--- src/logic/cag_pkg.sv ---
// ==========================================================
// Address generation constants and carriers
package cag_pkg;

    // ======================================================
    // Address map figures
    localparam logic [19:0] TABLE_BASE   = 20'h00080;
    localparam logic [19:0] TABLE_LAST   = 20'h000bf;
    localparam logic [3:0]  DIRECT_BANK  = 4'hf;
    localparam logic [3:0]  IMM16_BANK   = 4'h0;
    localparam logic [3:0]  TABLE_BANK   = 4'h0;
    localparam logic [19:0] SHORT_FIRST  = 20'hffe20;
    localparam logic [19:0] SHORT_LAST   = 20'hfff1f;
    localparam logic [7:0]  SHORT_SPLIT  = 8'h20;
    localparam logic [7:0]  SHORT_PAGE_LO = 8'hfe;
    localparam logic [7:0]  SHORT_PAGE_HI = 8'hff;
    localparam logic [3:0]  SHORT_BANK   = 4'hf;
    localparam logic [1:0]  PAIR_AX      = 2'h0;
    localparam logic [2:0]  REG_X        = 3'h0;
    localparam logic [2:0]  REG_A        = 3'h1;

    // ======================================================
    // Reset values
    localparam logic [19:0] ADDR_RST     = 20'h00000;

    // ======================================================
    // Operation requested by the decoder
    typedef enum logic [3:0] {
        OP_BR_REL      = 4'h0,
        OP_CALL_IMM20  = 4'h1,
        OP_BR_IMM20    = 4'h2,
        OP_CALL_IMM16  = 4'h3,
        OP_BR_IMM16    = 4'h4,
        OP_TABLE_CALL  = 4'h5,
        OP_CALL_REG    = 4'h6,
        OP_BR_REG      = 4'h7,
        OP_IMPLIED     = 4'h8,
        OP_REG8        = 4'h9,
        OP_REG16       = 4'ha,
        OP_DIRECT      = 4'hb,
        OP_ES_DIRECT   = 4'hc,
        OP_SHORT_BYTE  = 4'hd,
        OP_SHORT_WORD  = 4'he,
        OP_NONE        = 4'hf
    } cag_op_e;

    typedef enum logic [1:0] {
        ST_IDLE  = 2'h0,
        ST_RD_LO = 2'h1,
        ST_RD_HI = 2'h2
    } cag_state_e;

    // Decoder request
    typedef struct packed {
        cag_op_e     op;
        logic        branch_class; // Instruction is a branch
        logic        disp_wide;    // 16-bit displacement
        logic [15:0] disp;
        logic [19:0] imm;          // Immediate address field
        logic [2:0]  reg_field;
        logic [1:0]  pair_field;
        logic [19:0] next_pc;
    } cag_req_s;

    // Program counter load
    typedef struct packed {
        logic [19:0] target;
        logic        is_call;
    } cag_pc_s;

    // Data operand
    typedef struct packed {
        logic [19:0] addr;
        logic        is_reg;
        logic        is_word;
        logic [2:0]  reg_idx;
        logic [2:0]  reg_idx2;
        logic [15:0] value;
    } cag_data_s;

endpackage

--- src/logic/cag_reg_select.sv ---
`timescale 1ns/1ns
// ==========================================================
// Register field decoder for the active bank
module cag_reg_select
(
    // Active bank contents, index 0..7 = X A C B E D L H
    input  wire logic [7:0][7:0] bank,
    // Fields
    input  wire logic [2:0]      reg_field,
    input  wire logic [1:0]      pair_field,
    // Selected values
    output logic      [7:0]      reg_value,
    output logic      [15:0]     pair_value
);

    // One of eight bytes, one of four pairs
    always_comb
    begin
        reg_value  = bank[reg_field];
        pair_value = {bank[{pair_field, 1'b1}], bank[{pair_field, 1'b0}]};
    end

endmodule

--- src/logic/cag_short_map.sv ---
`timescale 1ns/1ns
// ==========================================================
// Short direct field to physical address
module cag_short_map
(
    // Operand field
    input  wire logic [7:0]  field,
    input  wire logic        word,
    // Physical result
    output logic      [19:0] addr,
    output logic             misaligned
);

    // Bytes 20..ff fall on page fe, 00..1f on page ff
    always_comb
    begin
        if (field >= cag_pkg::SHORT_SPLIT)
            addr = {cag_pkg::SHORT_BANK, cag_pkg::SHORT_PAGE_LO, field};
        else
            addr = {cag_pkg::SHORT_BANK, cag_pkg::SHORT_PAGE_HI, field};
        misaligned = word & field[0];
    end

endmodule

--- src/logic/cag_addr_gen.sv ---
`timescale 1ns/1ns
// Notes on behaviour
// - relative branch loads next pc plus signed 8- or 16-bit displacement
// - relative target only for branch class, otherwise refused
// - long immediate call and branch load the full 20-bit field
// - short immediate call and branch force upper four pc bits to zero
// - table call reads two bytes at 0080H plus twice 5-bit index
// - table mode only for table call; targets stay in 00000H-0FFFFH
// - register branch uses code bank and pair; only call reg and branch AX
// - implied operand selection only for unsigned multiply with low byte
// - 3-bit field picks byte register, 2-bit field picks pair
// - plain direct places 16-bit address in F0000H-FFFFFH
// - segment direct takes upper four bits from extended segment register
// - short direct 8-bit field reaches only FFE20H-FFF1FH
// - short direct word access uses even address only
// - short operands written 0FE20H-0FF1FH land on FFE20H-FFF1FH
module cag_addr_gen
(
    // Clock and reset
    input  wire logic              clk,
    input  wire logic              resetn,
    // Decoder request
    input  wire logic              req_valid,
    output logic                   req_ready,
    input  wire cag_pkg::cag_req_s req,
    // Register file view
    input  wire logic [7:0][7:0]   bank,
    input  wire logic [3:0]        code_bank,
    input  wire logic [3:0]        extended_segment_reg,
    // Table memory read
    output logic                   mem_req_valid,
    input  wire logic              mem_req_ready,
    output logic [19:0]            mem_addr,
    input  wire logic              mem_rdata_valid,
    input  wire logic [7:0]        mem_rdata,
    // Program counter load
    output logic                   pc_load,
    output cag_pkg::cag_pc_s       pc_out,
    // Data operand
    output logic                   data_valid,
    output cag_pkg::cag_data_s     data_out,
    // Refused request
    output logic                   illegal
);

    // ======================================================
    // Declarations
    cag_pkg::cag_state_e state_r;
    cag_pkg::cag_state_e state_nxt;
    logic                issued_r;
    logic [7:0]          tbl_lo_r;
    logic [19:0]         tbl_addr_r;
    logic                pc_load_r;
    cag_pkg::cag_pc_s    pc_r;
    logic                data_valid_r;
    cag_pkg::cag_data_s  data_r;
    logic                illegal_r;
    logic [7:0]          reg_value;
    logic [15:0]         pair_value;
    logic [19:0]         short_addr;
    logic                short_mis;
    logic                take;
    logic [19:0]         rel_target;
    logic [19:0]         disp_ext;
    logic                is_branch_op;
    logic                refuse;

    // ======================================================
    // Helpers
    cag_reg_select u_regsel
    (
        .bank       (bank),
        .reg_field  (req.reg_field),
        .pair_field (req.pair_field),
        .reg_value  (reg_value),
        .pair_value (pair_value)
    );

    // Only the low byte of the short operand reaches the mapper
    cag_short_map u_short
    (
        .field      (req.imm[7:0]),
        .word       (req.op == cag_pkg::OP_SHORT_WORD),
        .addr       (short_addr),
        .misaligned (short_mis)
    );

    // ======================================================
    // Request handshake
    assign req_ready = (state_r == cag_pkg::ST_IDLE);
    assign take      = req_valid & req_ready;

    // Sign extend the displacement
    always_comb
    begin
        if (req.disp_wide)
            disp_ext = {{4{req.disp[15]}}, req.disp};
        else
            disp_ext = {{12{req.disp[7]}}, req.disp[7:0]};
        rel_target = req.next_pc + disp_ext;
    end

    // Branch ops are the first eight codes
    assign is_branch_op = (req.op <= cag_pkg::OP_BR_REG);

    // Forms refused at take time
    always_comb
    begin
        refuse = 1'b0;
        case (req.op)
            cag_pkg::OP_BR_REL:
                refuse = ~req.branch_class;
            cag_pkg::OP_BR_REG:
                refuse = (req.pair_field != cag_pkg::PAIR_AX);
            cag_pkg::OP_SHORT_WORD:
                refuse = short_mis;
            cag_pkg::OP_NONE:
                refuse = 1'b1;
            default:
                refuse = 1'b0;
        endcase
    end

    // ======================================================
    // Table call sequencer
    always_comb
    begin
        state_nxt = state_r;
        case (state_r)
            cag_pkg::ST_IDLE:
            begin
                if (take && req.op == cag_pkg::OP_TABLE_CALL)
                    state_nxt = cag_pkg::ST_RD_LO;
            end
            cag_pkg::ST_RD_LO:
            begin
                if (mem_rdata_valid && issued_r)
                    state_nxt = cag_pkg::ST_RD_HI;
            end
            cag_pkg::ST_RD_HI:
            begin
                if (mem_rdata_valid && issued_r)
                    state_nxt = cag_pkg::ST_IDLE;
            end
            default:
                state_nxt = cag_pkg::ST_IDLE;
        endcase
    end

    // State register
    always_ff @(posedge clk or negedge resetn)
    begin
        if (!resetn)
            state_r <= cag_pkg::ST_IDLE;
        else
            state_r <= state_nxt;
    end

    // Read issue flag: one request per byte
    always_ff @(posedge clk or negedge resetn)
    begin
        if (!resetn)
            issued_r <= 1'b0;
        else if (mem_rdata_valid && issued_r)
            issued_r <= 1'b0;
        else if (mem_req_valid && mem_req_ready)
            issued_r <= 1'b1;
    end

    // Table entry address, low byte first, then steps to the high byte
    always_ff @(posedge clk or negedge resetn)
    begin
        if (!resetn)
            tbl_addr_r <= cag_pkg::ADDR_RST;
        else if (take && req.op == cag_pkg::OP_TABLE_CALL)
            tbl_addr_r <= cag_pkg::TABLE_BASE + {14'h0000, req.imm[4:0], 1'b0};
        else if (state_r == cag_pkg::ST_RD_LO && mem_rdata_valid && issued_r)
            tbl_addr_r <= tbl_addr_r + 20'h00001;
    end

    // Low byte of the entry
    always_ff @(posedge clk or negedge resetn)
    begin
        if (!resetn)
            tbl_lo_r <= 8'h00;
        else if (state_r == cag_pkg::ST_RD_LO && mem_rdata_valid && issued_r)
            tbl_lo_r <= mem_rdata;
    end

    // Memory read port
    assign mem_req_valid = (state_r != cag_pkg::ST_IDLE) & ~issued_r;
    assign mem_addr      = tbl_addr_r;

    // ======================================================
    // Program counter result
    always_ff @(posedge clk or negedge resetn)
    begin
        if (!resetn)
            pc_load_r <= 1'b0;
        else if (state_r == cag_pkg::ST_RD_HI && mem_rdata_valid && issued_r)
            pc_load_r <= 1'b1;
        else
            pc_load_r <= take & is_branch_op & ~refuse
                         & (req.op != cag_pkg::OP_TABLE_CALL);
    end

    // Target selection per branch form
    always_ff @(posedge clk or negedge resetn)
    begin
        if (!resetn)
        begin
            pc_r <= '0;
        end
        else if (state_r == cag_pkg::ST_RD_HI && mem_rdata_valid && issued_r)
        begin
            pc_r.target  <= {cag_pkg::TABLE_BANK, mem_rdata, tbl_lo_r};
            pc_r.is_call <= 1'b1;
        end
        else if (take && is_branch_op)
        begin
            pc_r.is_call <= (req.op == cag_pkg::OP_CALL_IMM20)
                          | (req.op == cag_pkg::OP_CALL_IMM16)
                          | (req.op == cag_pkg::OP_CALL_REG);
            case (req.op)
                cag_pkg::OP_BR_REL:
                    pc_r.target <= rel_target;
                cag_pkg::OP_CALL_IMM20,
                cag_pkg::OP_BR_IMM20:
                    pc_r.target <= req.imm;
                cag_pkg::OP_CALL_IMM16,
                cag_pkg::OP_BR_IMM16:
                    pc_r.target <= {cag_pkg::IMM16_BANK, req.imm[15:0]};
                cag_pkg::OP_CALL_REG,
                cag_pkg::OP_BR_REG:
                    pc_r.target <= {code_bank, pair_value};
                default:
                    pc_r.target <= pc_r.target;
            endcase
        end
    end

    // ======================================================
    // Data operand result
    always_ff @(posedge clk or negedge resetn)
    begin
        if (!resetn)
            data_valid_r <= 1'b0;
        else
            data_valid_r <= take & ~is_branch_op & ~refuse;
    end

    // Address or register selection per data form
    always_ff @(posedge clk or negedge resetn)
    begin
        if (!resetn)
        begin
            data_r <= '0;
        end
        else if (take && !is_branch_op)
        begin
            data_r.is_reg   <= 1'b0;
            data_r.is_word  <= 1'b0;
            data_r.reg_idx  <= req.reg_field;
            data_r.reg_idx2 <= req.reg_field;
            data_r.value    <= 16'h0000;
            data_r.addr     <= data_r.addr;
            case (req.op)
                cag_pkg::OP_IMPLIED:
                begin
                    data_r.is_reg   <= 1'b1;
                    data_r.reg_idx  <= cag_pkg::REG_A;
                    data_r.reg_idx2 <= cag_pkg::REG_X;
                    data_r.value    <= {bank[cag_pkg::REG_A], bank[cag_pkg::REG_X]};
                end
                cag_pkg::OP_REG8:
                begin
                    data_r.is_reg <= 1'b1;
                    data_r.value  <= {8'h00, reg_value};
                end
                cag_pkg::OP_REG16:
                begin
                    data_r.is_reg   <= 1'b1;
                    data_r.is_word  <= 1'b1;
                    data_r.reg_idx  <= {req.pair_field, 1'b1};
                    data_r.reg_idx2 <= {req.pair_field, 1'b0};
                    data_r.value    <= pair_value;
                end
                cag_pkg::OP_DIRECT:
                    data_r.addr <= {cag_pkg::DIRECT_BANK, req.imm[15:0]};
                cag_pkg::OP_ES_DIRECT:
                    data_r.addr <= {extended_segment_reg, req.imm[15:0]};
                cag_pkg::OP_SHORT_BYTE:
                    data_r.addr <= short_addr;
                cag_pkg::OP_SHORT_WORD:
                begin
                    data_r.addr    <= short_addr;
                    data_r.is_word <= 1'b1;
                end
                default:
                    data_r.addr <= data_r.addr;
            endcase
        end
    end

    // ======================================================
    // Refusal pulse
    always_ff @(posedge clk or negedge resetn)
    begin
        if (!resetn)
            illegal_r <= 1'b0;
        else
            illegal_r <= take & refuse;
    end

    // Outputs
    assign pc_load    = pc_load_r;
    assign pc_out     = pc_r;
    assign data_valid = data_valid_r;
    assign data_out   = data_r;
    assign illegal    = illegal_r;

endmodule

--- config.mk ---
export PLATFORM = sky130hd
export DESIGN_NAME = cag_addr_gen
export DESIGN_NICKNAME = d
export VERILOG_FILES = /design/src/logic/cag_pkg.sv /design/src/logic/cag_reg_select.sv /design/src/logic/cag_short_map.sv /design/src/logic/cag_addr_gen.sv
export SDC_FILE = /design/constraint.sdc
export NUM_CORES = 1
export LEC_CHECK = 0
export BUFFER_PORTS_ARGS = -buffer_cell sky130_fd_sc_hd__buf_4
export CAP_MARGIN = 20
export CORE_MARGIN = 2
export CORE_UTILIZATION = 46
export DETAILED_ROUTE_END_ITERATION = 10
export PLACE_DENSITY = 0.89
export SLEW_MARGIN = 20
export SYNTH_ARGS = -nofsm -noshare
export SYNTH_HDL_FRONTEND = slang
export SYNTH_HIERARCHICAL = 1
export SYNTH_SLANG_ARGS = --single-unit
--- constraint.sdc ---
create_clock -name clk -period 1.9 [get_ports clk]
set_input_delay 0 -clock clk [delete_from_list [all_inputs] [get_ports clk]]
set_output_delay 0 -clock clk [all_outputs]
set_load 0.01 [all_outputs]
# --- After elaboration in Yosys (flattened, before gate mapping) ---
# Cells that the tools add are included.
classes:
  addsub: 3
  div: 0
  order_cmp: 5
  n_mux: 26
  n_shift: 0
  multipliers: 0
  reduce_logical: 28
  bitwise_logic: 15
  eq_ne: 21
ops:
  columns: ["operator", "count"]
  rows:
  - ["$pmux 20 s4", 1]
  - ["$mux 20", 3]
  - ["$pmux 20 s3", 1]
  - ["$pmux 16 s3", 1]
  - ["$mux 21", 2]
  - ["$bmux 8 s2", 2]
  - ["$eq 4x4->1 const B", 8]
  - ["$bmux 8 s3", 1]
  - ["$mux 8", 3]
  - ["$add 20x1->20 const B", 1]
  - ["$add 20x20->20", 1]
  - ["$eq 4x3->1 const B", 4]
  - ["$lt 3x4->1 const B", 3]
  - ["$pmux 6 s2", 1]
  - ["$reduce_bool 2->1", 5]
  - ["$reduce_or 2->1", 5]
  - ["$add 8x6->9 const A", 1]
  - ["$and 1x1->1", 9]
  - ["$logic_and 1x1->1", 9]
  - ["$mux 9", 1]
  - ["$eq 4x2->1 const B", 2]
  - ["$ge 8x6->1 const B", 1]
  - ["$mux 2", 3]
  - ["$pmux 2 s3", 1]
  - ["other kinds (19)", 29]
totals:
  word_cells: 113
  romBits: 0
  inputBits: 152
  latch_bits: 0
  out_inout_bits: 90
  ramBits: 0
  reg_bits: 99
  mem_count: 0

# --- Longest topological paths before layout ---
depth:
  depth_word: 7
  ltp_mapped: 13
  mapped_depth_nobuf: 10

# --- Modules after synthesis ---
# Netlist, hierarchy kept.
by_module_without_submodules:
  columns: ["mod", "seq_area_each_um2", "area_each_um2", "n_inst", "cells_each"]
  rows:
  - ["cag_addr_gen", 2427.3, 5909.4, 1, 697]
  - ["cag_reg_select", 0.0, 932.1, 1, 49]
  - ["cag_short_map", 0.0, 162.7, 1, 22]

# --- Least setup slack after synthesis ---
# Ideal clock, no wire load.
synth_path:
  path_type: "input port to flip-flop"
  start: "in req[61] in the netlist's numbering"
  end: "reg pc_r (netlist bit pc_out[14])"
  setup_ns: 0.124
  n_path_buf: 3
  required_ns: 1.776
  arrival_ns: 2.304
  slack_ns: -0.528
  path_stages: 12
  cell_sequence: "clkbuf_1 > nand2b_1 > clkbuf_1 > nand2_1 > ha_1 > clkbuf_1 > nand2_1 > or4b_1 > nor2b_1 > nor2_1 > mux2i_1 > o31a_1"
synth_between:
  elab_chain_cells: 5
synth_lines:
  columns: ["item", "line", "source"]
  rows:
  - ["start: declaration", "cag_addr_gen.sv:25", "input wire cag_pkg::cag_req_s req,"]
  - ["$mux 20", "cag_addr_gen.sv:96", "if (req.disp_wide)"]
  - ["$add 20x20->20", "cag_addr_gen.sv:100", "rel_target = req.next_pc + disp_ext;"]
  - ["$pmux 20 s4", "cag_addr_gen.sv:224", "case (req.op)"]
  - ["$mux 21", "cag_addr_gen.sv:219", "else if (take && is_branch_op)"]
  - ["$mux 21", "cag_addr_gen.sv:214", "else if (state_r == cag_pkg::ST_RD_HI && mem_rdata_valid && issued_r)"]
  - ["end: declaration", "cag_addr_gen.sv:54", "cag_pkg::cag_pc_s pc_r;"]
# Every way passes these cells. The select of a mux whose other input is x is not followed.
# A chain may end at the register's enable or synchronous reset.

# --- Worst setup path after layout ---
layout_path:
  start: "reg state_r[1]"
  end: "reg tbl_addr_r[19] (netlist: mem_addr[19])"
layout_between:
  elab_chain_cells: 4
  word_cells_on_any_way: 8
  cone_classes: "1 x eq/ne; 1 x mux; 1 x bitwise; 5 x reduce/logical"
layout_lines:
  columns: ["item", "line", "source"]
  rows:
  - ["start: declaration", "cag_addr_gen.sv:48", "cag_pkg::cag_state_e state_r;"]
  - ["start signal: assignment", "cag_addr_gen.sv:154", "state_r <= cag_pkg::ST_IDLE;"]
  - ["start signal: assignment", "cag_addr_gen.sv:156", "state_r <= state_nxt;"]
  - ["$logic_not 2->1 or $eq 2x1->1 (tied branches)", "cag_addr_gen.sv:90, cag_addr_gen.sv:177", null]
  - ["$and 1x1->1 or $logic_and 1x1->1 (tied branches)", "cag_addr_gen.sv:91, cag_addr_gen.sv:177", null]
  - ["$logic_and 1x1->1 (on tied branches)", "cag_addr_gen.sv:175, cag_addr_gen.sv:177", null]
  - ["$mux 20 or $reduce_bool 2->1 (tied branches)", null, null]
  - ["end signal: assignment", "cag_addr_gen.sv:174", "tbl_addr_r <= cag_pkg::ADDR_RST;"]
  - ["end signal: assignment", "cag_addr_gen.sv:176", "tbl_addr_r <= cag_pkg::TABLE_BASE + {14'h0000, req.imm[4:0], 1'b0};"]
  - ["end signal: assignment", "cag_addr_gen.sv:178", "tbl_addr_r <= tbl_addr_r + 20'h00001;"]
  - ["end: declaration", "cag_addr_gen.sv:52", "logic [19:0] tbl_addr_r;"]
# Several ways; a longest one is shown, not always the timed one.

==> impl_metrics.env <==
export IMPL_status="complete, no violations"
export IMPL_irDropWorstVdd_mv=0.583
export IMPL_cts_htree_levels=3
export IMPL_wire_per_inst_um=19.1
export IMPL_timing_final_crit_period_ns=1.84
export IMPL_synth_top_area_frac=0.347
export IMPL_synth_seq_area_share=0.347
export IMPL_cts_tree="built"
export IMPL_grt_remaining_overflow=0
export IMPL_synthFlopType="dfrtp_1"
export IMPL_met3_usage=0.0461
export IMPL_die_area_mm2=0.0162
export IMPL_antenna_found_initial=2
export IMPL_rows=45
export IMPL_drive_gt1_frac=0.380
export IMPL_first_pass_iters=5
export IMPL_fmax_ghz=0.543
export IMPL_cts_buffers=9
export IMPL_synth_cells=768
export IMPL_num_vias=7481
export IMPL_met2_usage=0.509
export IMPL_setup_viol=0
export IMPL_clockBufferDepth=2
export IMPL_grt_pass1_wl_mm=37.7
export IMPL_drc=0
export IMPL_floorplan_initialDensity=0.466
export IMPL_yosysWarnings=6
export IMPL_required_ns=2.17
export IMPL_netlist_area_mm2=0.00700
export IMPL_slew_violations=0
export IMPL_nNetsFinal=1268
export IMPL_arrival_ns=2.12
export IMPL_synth_edff_count=0
export IMPL_area_growth_pct=46.8
export IMPL_drt_iter0_drc=573
export IMPL_skew_ns=0.00723
export IMPL_ys_async_sr_fraction=1.00
export IMPL_cts_clk_slew_worst_paths_ns=0.07
export IMPL_min_period_over_period=0.970
export IMPL_grt_use_total=0.296
export IMPL_hold_path_class="input pin to register"
export IMPL_timing_hold_ws_ns=0.00478
export IMPL_busiest_layer="met2"
export IMPL_hold_viol=0
export IMPL_synth_most_common_cell="nand2_1"
export IMPL_worstSetupEndpointType="register"
export IMPL_path_max_fanout=7
export IMPL_grt_util_met1=0.370
export IMPL_leakagePower_uw=0.00486
export IMPL_viasPerCell=5.80
export IMPL_cts_root_buffer="clkbuf_16"
export IMPL_setup_tns_ns=0
export IMPL_numPortBuffers=241
export IMPL_maxCapViolations=0
export IMPL_yosysUniqueCellTypes=70
export IMPL_grt_max_degree=39
export IMPL_grt_pass1_vias=7318
export IMPL_die_w_um=127
export IMPL_synthTopCellsByCount="nand2_1, dfrtp_1, o21ai_0"
export IMPL_postSynthAreaPerCell_um2=9.12
export IMPL_synth_area_leaders="dfrtp_1, nand2_1, mux4_1"
export IMPL_postRouteAntennaNets=0
export IMPL_synth_seq_cells=97
export IMPL_io_pins=242
export IMPL_coreArea_mm2=0.0150
export IMPL_globalplace_congestion=0.927
export IMPL_synth_area_leader_cell="dfrtp_1"
export IMPL_clk_latency_ns=0.35
export IMPL_worst_pin_slew_ns=1.08
export IMPL_slew_headroom=0.276
export IMPL_critical_path_class="register to register"
export IMPL_totalWireLength_mm=24.7
export IMPL_clock_sinks=97
export IMPL_hpwl_mm=18.9
export IMPL_cp_start_kind="register"
export IMPL_power_density_mw_per_mm2=884
export IMPL_die_height_um=127
-- placed cells by master (no fill, tap or decap), types with 7 or more instances in the layout --
| cell type | instances |
|---|---|
| clkbuf_16 | 9 |
| nand2_2 | 7 |
| ha_1 | 17 |
| xor2_1 | 11 |
| buf_4 | 334 |
| inv_1 | 8 |
| mux2i_1 | 20 |
| nand3_1 | 11 |
| xnor2_1 | 19 |
| nor3_1 | 10 |
| nor2_1 | 45 |
| conb_1 | 11 |
| a22o_1 | 8 |
| mux4_2 | 16 |
| mux4_1 | 16 |
| o21ai_0 | 77 |
| a221oi_1 | 12 |
| mux2_2 | 8 |
| a22oi_1 | 14 |
| dfrtp_1 | 94 |
| o22ai_1 | 8 |
| dlygate4sd3_1 | 39 |
| nand2_1 | 137 |
| a21oi_1 | 45 |
-- routing by layer --
metal	wire length, um	vias up
met2	12300	393
met1	9560	3559
met4	983	0
met3	1850	72
li1	-	3457
met5	0	-
-- through the flow --
stage	util	power, uW	worst slack (ns)	std cells	area, um2
after floorplan	-	5070	-0.118	778	7200
after global placement	0.631	7030	-0.117	1224	9490
after detailed placement	0.631	7150	-0.202	1224	9490
after CTS	0.677	8970	0.00307	1281	10200
after global routing	0.684	9560	-0.0181	1290	10300
final	0.684	9090	0.0567	1290	10300
-- state kept, by name, summed over array words and instances (netlist names) --
signal      cells
issued_r        1
mem_addr       20
state_r         2
tbl_lo_r        8
data_valid      1
pc_out         21
pc_load         1
data_out       42
illegal         1
-- critical path, stage by stage, from the launching register on --
cell and delay [ns]:
dfrtp_2 0.47, nand4b_4 0.20, or4_4 0.46, inv_4 0.09, nand3_4 0.09, or3_1 0.34
a21oi_2 0.13
-- power by group --
part           internal [uW]  total [uW]  leakage (uW)  switching, uW
Combinational           2100        4120       0.00349           2010
Clock                    929        1740      0.000133            811
Sequential              2750        3230       0.00124            481
Total                   5780        9090       0.00486           3300
-- area by class of cell --
class                      count  area (um2)
timing repair buffer         374        2920
clock inverter                 4        30.0
multi-input combinational    603        4380
tap                          188         235
fill                        1163        4750
clock buffer                  12         246
antenna                        2        5.00
sequential                    97        2430
inverter                      10        40.0
-- repair_timing --
item | in CTS | in global routing
pin swaps | 1 | 3
hold endpoints to repair | 78 | 0
setup endpoints to repair | 10 | 13
gates resized for setup | 3 | 12
cloned | 0 | 1
setup buffers | 2 | 6
hold buffers | 39 | 0
-- logic make-up after synthesis --
| logic type | Yosys count | share of synthesized area |
|---|---|---|
| AO/OA/AOI/OAI | 212 | 0.187 |
| adder cells (fa/ha/maj) | 21 | 0.0386 |
| multiplexers | 60 | 0.153 |
| XOR/XNOR | 30 | 0.0375 |
| flip-flops | 97 | 0.347 |
| AND/OR/NAND/NOR | 268 | 0.178 |
| buffers and inverters | 79 | 0.0581 |
| other | 1 | 0.000535 |
-- final timing paths --
path	startpoint	slack [ns]	cells past startpoint	end
worst max-delay path	state_r[1]	0.06	6	mem_addr[19]
min in group asynchronous	resetn	0.17	2	data_out[9]
worst min register to register	data_out[30]	0.48	2	data_out[30]
worst max register to register	state_r[1]	0.06	6	mem_addr[19]
worst min-delay path	req[29]	0.005	2	mem_addr[5]
max in group asynchronous	resetn	1.06	3	state_r[0]
No activity file was read; power rests on OpenSTA's default activity.
